$ cat src/hw/tbd_defs.vh
`ifndef TBD_DEFS_VH
`define TBD_DEFS_VH
// control register index; the bus address is the index times four
`define TBD_CTRL_INDEX 8'h36
`define TBD_CTRL_ADDR 10'h0D8
`define TBD_CTRL_RESET 8'h00
`define TBD_BIT_TONE_EN 7
`define TBD_TONE_SEL_HI 6
`define TBD_TONE_SEL_LO 5
`define TBD_BIT_RSVD 4
`define TBD_BIT_TICK_EN 3
`define TBD_TICK_SEL_HI 2
`define TBD_TICK_SEL_LO 0
// second register of our own: bit 0 is the prescaler doubling setting
`define TBD_OPT_ADDR 10'h0DC
`define TBD_PRE_WIDTH 25
`endif

$ cat src/hw/tbd_edge_tap.v
`timescale 1ns/10ps
// picks one prescaler tap and flags its falling edge
module tbd_edge_tap #(
    parameter PRE_W = 25
) (
    mclk,
    rst,
    clkEn,
    prescale,
    tapIndex,
    tapLevel,
    tapFall
);
    input wire mclk;
    input wire rst;
    input wire clkEn;
    input wire [PRE_W-1:0] prescale;
    input wire [4:0] tapIndex;
    output wire tapLevel;
    output wire tapFall;

    reg prevTap_ff;
    reg [4:0] prevIdx_ff;

    assign tapLevel = prescale[tapIndex];
    // a tap switch is no edge: without the index match a new rate would fake one
    assign tapFall = prevTap_ff & ~tapLevel & (prevIdx_ff == tapIndex);

    always @(posedge mclk or posedge rst)
    begin
        if (rst)
        begin
            prevTap_ff <= 1'b0;
            prevIdx_ff <= 5'h00;
        end
        else if (clkEn)
        begin
            prevTap_ff <= tapLevel;
            prevIdx_ff <= tapIndex;
        end
    end
endmodule

$ cat src/hw/tbd_tick_tone.v
// The Wishbone interface to the registers was left to the implementer.
`timescale 1ns/10ps
`include "tbd_defs.vh"
// How it works
// interrupt on every tap falling edge once enabled
// prescaler runs free, software cannot clear it
// software changes tick rate only while disabled
// one write may set rate and enable
// tick rate clock/2^n, n 23..9, doubled +1
// bit 4 reserved, reads zero
// tone pin square wave, 50% duty
// tone rate clock/2^n, n 13..10, doubled +1
// tone enable read/write, resets off
// software changes tone rate only while off
// software presets port latch before output mode
// tone pin rests high while disabled
module tbd_tick_tone #(
    parameter PRE_W = `TBD_PRE_WIDTH
) (
    mclk,
    rst,
    clkEn,
    wb_adr_i,
    wb_dat_i,
    wb_dat_o,
    wb_sel_i,
    wb_we_i,
    wb_cyc_i,
    wb_stb_i,
    wb_ack_o,
    tickInterrupt,
    toneOutN
);
    input wire mclk;
    input wire rst;
    input wire clkEn;
    input wire [9:0] wb_adr_i;
    input wire [31:0] wb_dat_i;
    output reg [31:0] wb_dat_o;
    input wire [3:0] wb_sel_i;
    input wire wb_we_i;
    input wire wb_cyc_i;
    input wire wb_stb_i;
    output reg wb_ack_o;
    output reg tickInterrupt;
    output reg toneOutN;

    reg [PRE_W-1:0] prescale_ff;
    reg [7:0] ctrl_ff;
    reg dbl_ff;
    reg [4:0] tickTap;
    reg [4:0] toneTap;
    wire tickLevel;
    wire tickFall;
    wire toneLevel;
    wire reqHit;
    wire wrCtrl;
    wire wrOpt;
    wire rdReq;
    wire tickEn;
    wire toneEn;

    assign tickEn = ctrl_ff[`TBD_BIT_TICK_EN];
    assign toneEn = ctrl_ff[`TBD_BIT_TONE_EN];
    assign reqHit = wb_cyc_i & wb_stb_i & ~wb_ack_o;
    assign wrCtrl = reqHit & wb_we_i & wb_sel_i[0] & (wb_adr_i == `TBD_CTRL_ADDR);
    assign wrOpt = reqHit & wb_we_i & wb_sel_i[0] & (wb_adr_i == `TBD_OPT_ADDR);
    assign rdReq = reqHit & ~wb_we_i;

    // tap n of clock/2^n is prescaler bit n-1
    always @*
    begin
        case (ctrl_ff[`TBD_TICK_SEL_HI:`TBD_TICK_SEL_LO])
            3'h0: tickTap = 5'h16;
            3'h1: tickTap = 5'h14;
            3'h2: tickTap = 5'h0F;
            3'h3: tickTap = 5'h0D;
            3'h4: tickTap = 5'h0C;
            3'h5: tickTap = 5'h0B;
            3'h6: tickTap = 5'h0A;
            default: tickTap = 5'h08;
        endcase
        // doubling moves every tap one bit up, halving each rate
        if (dbl_ff)
            tickTap = tickTap + 5'h01;
    end

    // the tone taps 9..12 sit inside the tick tap range 8..22, each one higher when doubled
    always @*
    begin
        case (ctrl_ff[`TBD_TONE_SEL_HI:`TBD_TONE_SEL_LO])
            2'h0: toneTap = 5'h0C;
            2'h1: toneTap = 5'h0B;
            2'h2: toneTap = 5'h0A;
            default: toneTap = 5'h09;
        endcase
        if (dbl_ff)
            toneTap = toneTap + 5'h01;
    end

    tbd_edge_tap #(.PRE_W(PRE_W)) uTick (
        .mclk(mclk),
        .rst(rst),
        .clkEn(clkEn),
        .prescale(prescale_ff),
        .tapIndex(tickTap),
        .tapLevel(tickLevel),
        .tapFall(tickFall)
    );

    tbd_edge_tap #(.PRE_W(PRE_W)) uTone (
        .mclk(mclk),
        .rst(rst),
        .clkEn(clkEn),
        .prescale(prescale_ff),
        .tapIndex(toneTap),
        .tapLevel(toneLevel),
        .tapFall()
    );

    // free-running prescaler shared by both taps
    // no register path touches it, so the first tick after enable may come early
    always @(posedge mclk or posedge rst)
    begin
        if (rst)
        begin
            prescale_ff <= {PRE_W{1'b0}};
        end
        else if (clkEn)
        begin
            prescale_ff <= prescale_ff + {{(PRE_W-1){1'b0}}, 1'b1};
        end
    end

    // bus answer: ack one cycle after the request is taken, for one cycle
    // the ~ack term in reqHit keeps a held request from being taken twice
    always @(posedge mclk or posedge rst)
    begin
        if (rst)
        begin
            wb_ack_o <= 1'b0;
        end
        else if (clkEn)
        begin
            wb_ack_o <= reqHit;
        end
    end

    // control byte; bit 4 is forced to zero whatever software writes
    always @(posedge mclk or posedge rst)
    begin
        if (rst)
        begin
            ctrl_ff <= `TBD_CTRL_RESET;
        end
        else if (clkEn && wrCtrl)
        begin
            // rate and enable land together, so the new rate rules from enable on
            ctrl_ff <= wb_dat_i[7:0] & 8'hEF;
        end
    end

    // doubling option lives in its own word
    // changing it while a tap is in use gives one short or long period
    always @(posedge mclk or posedge rst)
    begin
        if (rst)
        begin
            dbl_ff <= 1'b0;
        end
        else if (clkEn && wrOpt)
        begin
            dbl_ff <= wb_dat_i[0];
        end
    end

    // read data is captured at the taking edge and held until the next read
    always @(posedge mclk or posedge rst)
    begin
        if (rst)
        begin
            wb_dat_o <= 32'h00000000;
        end
        else if (clkEn && rdReq)
        begin
            case (wb_adr_i)
                `TBD_CTRL_ADDR: wb_dat_o <= {24'h000000, ctrl_ff};
                `TBD_OPT_ADDR: wb_dat_o <= {31'h00000000, dbl_ff};
                default: wb_dat_o <= 32'h00000000;
            endcase
        end
    end

    // one-cycle pulse per falling edge of the selected tap
    // the edge detector keeps running while disabled, so a fall right at
    // enable is reported at once
    always @(posedge mclk or posedge rst)
    begin
        if (rst)
        begin
            tickInterrupt <= 1'b0;
        end
        else if (clkEn)
        begin
            tickInterrupt <= tickEn & tickFall;
        end
    end

    // active-low pin: low half of the wave when the tap is high
    // the registered pin costs one cycle of lag but keeps it glitch free
    always @(posedge mclk or posedge rst)
    begin
        if (rst)
        begin
            toneOutN <= 1'b1;
        end
        else if (clkEn)
        begin
            toneOutN <= toneEn ? ~toneLevel : 1'b1;
        end
    end
endmodule

$ cat config.mk
export PLATFORM = sky130hd
export DESIGN_NAME = tbd_tick_tone
export DESIGN_NICKNAME = d
export VERILOG_FILES = /design/src/hw/tbd_edge_tap.v /design/src/hw/tbd_tick_tone.v
export VERILOG_INCLUDE_DIRS = /design/src /design/src/hw
export SDC_FILE = /design/constraint.sdc
export NUM_CORES = 1
export LEC_CHECK = 0
export ABC_AREA = 1
export BUFFER_PORTS_ARGS = -buffer_cell sky130_fd_sc_hd__buf_2
export CAP_MARGIN = 40
export CORE_UTILIZATION = 35
export CTS_CLUSTER_SIZE = 10
export DETAILED_ROUTE_END_ITERATION = 16
export PLACE_DENSITY = 0.6
export SLEW_MARGIN = 20
export SYNTH_ARGS = -nofsm -noshare
export SYNTH_HDL_FRONTEND = slang
export SYNTH_SLANG_ARGS = --single-unit
$ cat constraint.sdc
create_clock -name mclk -period 5.75 [get_ports mclk]
set_input_delay 0.8625 -clock mclk [delete_from_list [all_inputs] [get_ports mclk]]
set_output_delay 0.8625 -clock mclk [all_outputs]
set_load 0.05 [all_outputs]
==> flow_metrics.env <==
export IMPL_wl_per_cell_um=12.3
export IMPL_grt_ovfl_total=0
export IMPL_grt_pass1_wl_um=12100
export IMPL_root_buffer="clkbuf_8"
export IMPL_finalSetupViolations=0
export IMPL_area_delta_synth_final_pct=9.50
export IMPL_cts_tree="built"
export IMPL_grt_usage_pct=15.5
export IMPL_placedCellCount=548
export IMPL_synth_most_common_cell="nand2_1"
export IMPL_fin_cells=556
export IMPL_ios=87
export IMPL_grt_max_degree=31
export IMPL_swShare_pct=36.9
export IMPL_endpoint_kind="register"
export IMPL_fin_setup_tns_ps=0
export IMPL_min_period_ps=2460
export IMPL_syn_area_mm2=0.00319
export IMPL_vias=2683
export IMPL_synth_flop_cell="dfrtp_1"
export IMPL_fmax_mhz=407
export IMPL_worstHoldPathType="reg -> reg"
export IMPL_synth_top_area_cell="dfrtp_1"
export IMPL_path_clk_slew_ps=90
export IMPL_die_w_um=97.4
export IMPL_critPathLaunchType="register"
export IMPL_chipHeight_um=97.4
export IMPL_synth_seq_area_share_pct=38.5
export IMPL_pwr_share_comb_pct=27.4
export IMPL_insertedDiodeCount=0
export IMPL_ys_async_sr_fraction_pct=100
export IMPL_rsz0062_at_grt="no"
export IMPL_synth_enable_flop_cells=0
export IMPL_synthTopCellsByCount="nand2_1, inv_1, dfrtp_1"
export IMPL_power_density_mw_per_mm2=283
export IMPL_synth_area_top_cells="dfrtp_1, nand2_1, nand3_1"
export IMPL_leakagePower_nw=1.81
export IMPL_dr_pass1_iters=5
export IMPL_seq_power_share_pct=46.8
export IMPL_clock_latency_ps=300
export IMPL_cts_resized=0
export IMPL_status="finished clean"
export IMPL_drc_errors=0
export IMPL_dieArea_mm2=0.00949
export IMPL_switchingPower_w=0.000365
export IMPL_slew_viol_final=0
export IMPL_intPower_w=0.000624
export IMPL_hold_viol_final=0
export IMPL_critPathArrivalTime_ps=2650
export IMPL_fp_row_count=34
export IMPL_via_per_inst=4.83
export IMPL_yosys_warnings=0
export IMPL_cts_hold_buffers=0
export IMPL_drt_iter0_drc=244
export IMPL_reg2regPathDepth=14
export IMPL_syn_inst=413
export IMPL_htree_levels=2
export IMPL_wl_um=6850
export IMPL_ir_worst_vdd_v=0.000102
export IMPL_holdPathStages=1
export IMPL_core_area_mm2=0.00876
export IMPL_worstSetupPathType="reg -> reg"
export IMPL_routabilityCongestion=0.840
export IMPL_drv_cap=0
export IMPL_avgSynthCellArea_um2=7.72
export IMPL_cts_setup_buffers=0
export IMPL_cts_buffer_depth=2
export IMPL_worstPathMaxFanout=10
export IMPL_grt_pass1_vias=2590
export IMPL_initial_core_util_pct=36.4
export IMPL_antenna_found_initial=0
export IMPL_drtAntennaViolNets=0
export IMPL_skew_ps=2.21
export IMPL_portBuffers=33
export IMPL_final_nets=506
export IMPL_clkPwrFrac_pct=25.9
export IMPL_fin_crit_sh_pct=42.7
export IMPL_synthDistinctLibCells=36
export IMPL_clock_sinks=49
export IMPL_final_util_pct=39.8
export IMPL_dp_hpwl_um=5320
export IMPL_synth_top_cell_area_share_pct=37.7
export IMPL_ys_ff_latch=49
export IMPL_drive_above_1_share_pct=15.0
export IMPL_worstPathRequired_ps=5950
export IMPL_numCtsBuffers=5
-- per-stage QoR --
stage          hold WS, ps  setup WS, ps  total power, W  area (um^2)
6_report               472          3290        0.000989         3490
5_1_grt                499          3000         0.00106         3490
2_1_floorplan          442          3630        0.000681         3280
4_1_cts                473          3270        0.000998         3490
3_3_place_gp           459          3210        0.000731         3350
3_5_place_dp           457          3190        0.000739         3370
-- final timing paths --
check                                             from                          end  slack, ps
max                             ctrl_ff[2]$_DFFE_PP0P_    tickInterrupt$_DFFE_PP0P_       3290
min                        prescale_ff[22]$_DFFE_PP0P_  prescale_ff[22]$_DFFE_PP0P_        470
max reg2reg                     ctrl_ff[2]$_DFFE_PP0P_    tickInterrupt$_DFFE_PP0P_       3290
min reg2reg                prescale_ff[22]$_DFFE_PP0P_  prescale_ff[22]$_DFFE_PP0P_        470
max in group asynchronous                          rst  prescale_ff[24]$_DFFE_PP0P_       4670
min in group asynchronous                          rst   prescale_ff[0]$_DFFE_PP0P_        570
-- cell usage in the layout, fill, tap and decap left out, types with 2 or more instances in the layout --
master    synthesis  final
nor3_1            6      6
nor2_2            2      2
buf_2             2     33
nor4_1            2      2
nand3_1          44     44
o211ai_1          4      4
nand2_2           5      5
nand4_1           6      6
mux2_2            7      7
nor2_1           23     23
inv_1            52     51
a21oi_1           3      3
o21ai_0          31     31
nor3_2            3      3
nand2_1          98     98
inv_2             1      2
dfrtp_1          48     48
clkbuf_8          0      6
ha_1              7      7
xor2_1           25     25
or2_2             2      2
conb_1            1     25
-- worst max-delay path: stages, from the launching register on --
cell and delay (ps):
dfrtp_1 450, nor2_1 190, inv_2 80, nand2_1 120
inv_1 60, ha_1 290, or2_2 290, nand2_1 280
nand3_1 120, nand3_1 110, nand3_1 90, nand3_1 100
nand2_1 60, nand2_1 60, nand2_1 50
-- cell type report --
cell class              count  area [um^2]
inverters                  53          199
flip-flops and latches     49         1230
clock inverters             1         30.0
clock buffers               7         86.3
repair buffers             34          185
well taps                 108          135
fillers                   943         5270
multi-input cells         304         1630
-- state kept, by name, summed over array words and instances (netlist names) --
name and count:
prescale_ff 25, ctrl_ff 7, wb_dat_o 7, uTick.prevIdx_ff 5, dbl_ff 1, tickInterrupt 1, toneOutN 1, uTick.prevTap_ff 1
wb_ack_o 1
-- per-layer routing --
metal | vias to the layer above | wire [um] | GRT usage (%)
met1 | 1251 | 3270 | 21.3
met4 | 0 | 121 | 4.19
met5 | - | 0 | 0
li1 | 1346 | - | -
met3 | 10 | 290 | 2.37
met2 | 76 | 3170 | 25.4
-- power groups by stage --
stage | sequential, W | clock (W) | combinational [W]
after floorplan | 0.000452 | 0 | 0.000228
final | 0.000463 | 0.000256 | 0.000270
after global routing | 0.000473 | 0.000275 | 0.000311
after detailed placement | 0.000468 | 0 | 0.000271
after global placement | 0.000467 | 0 | 0.000264
after CTS | 0.000462 | 0.000265 | 0.000271
-- logic make-up after synthesis --
kind of cell | Yosys count | share of synthesized area [%]
xor+xnor | 25 | 6.87
mux | 7 | 2.47
fa+ha+maj | 7 | 2.75
compound gates | 44 | 7.62
buf+inv | 84 | 13.3
simple gates | 196 | 28.4
other cells | 1 | 0.118
flops | 49 | 38.5
Note: power is estimated with default switching activity, not from simulation.
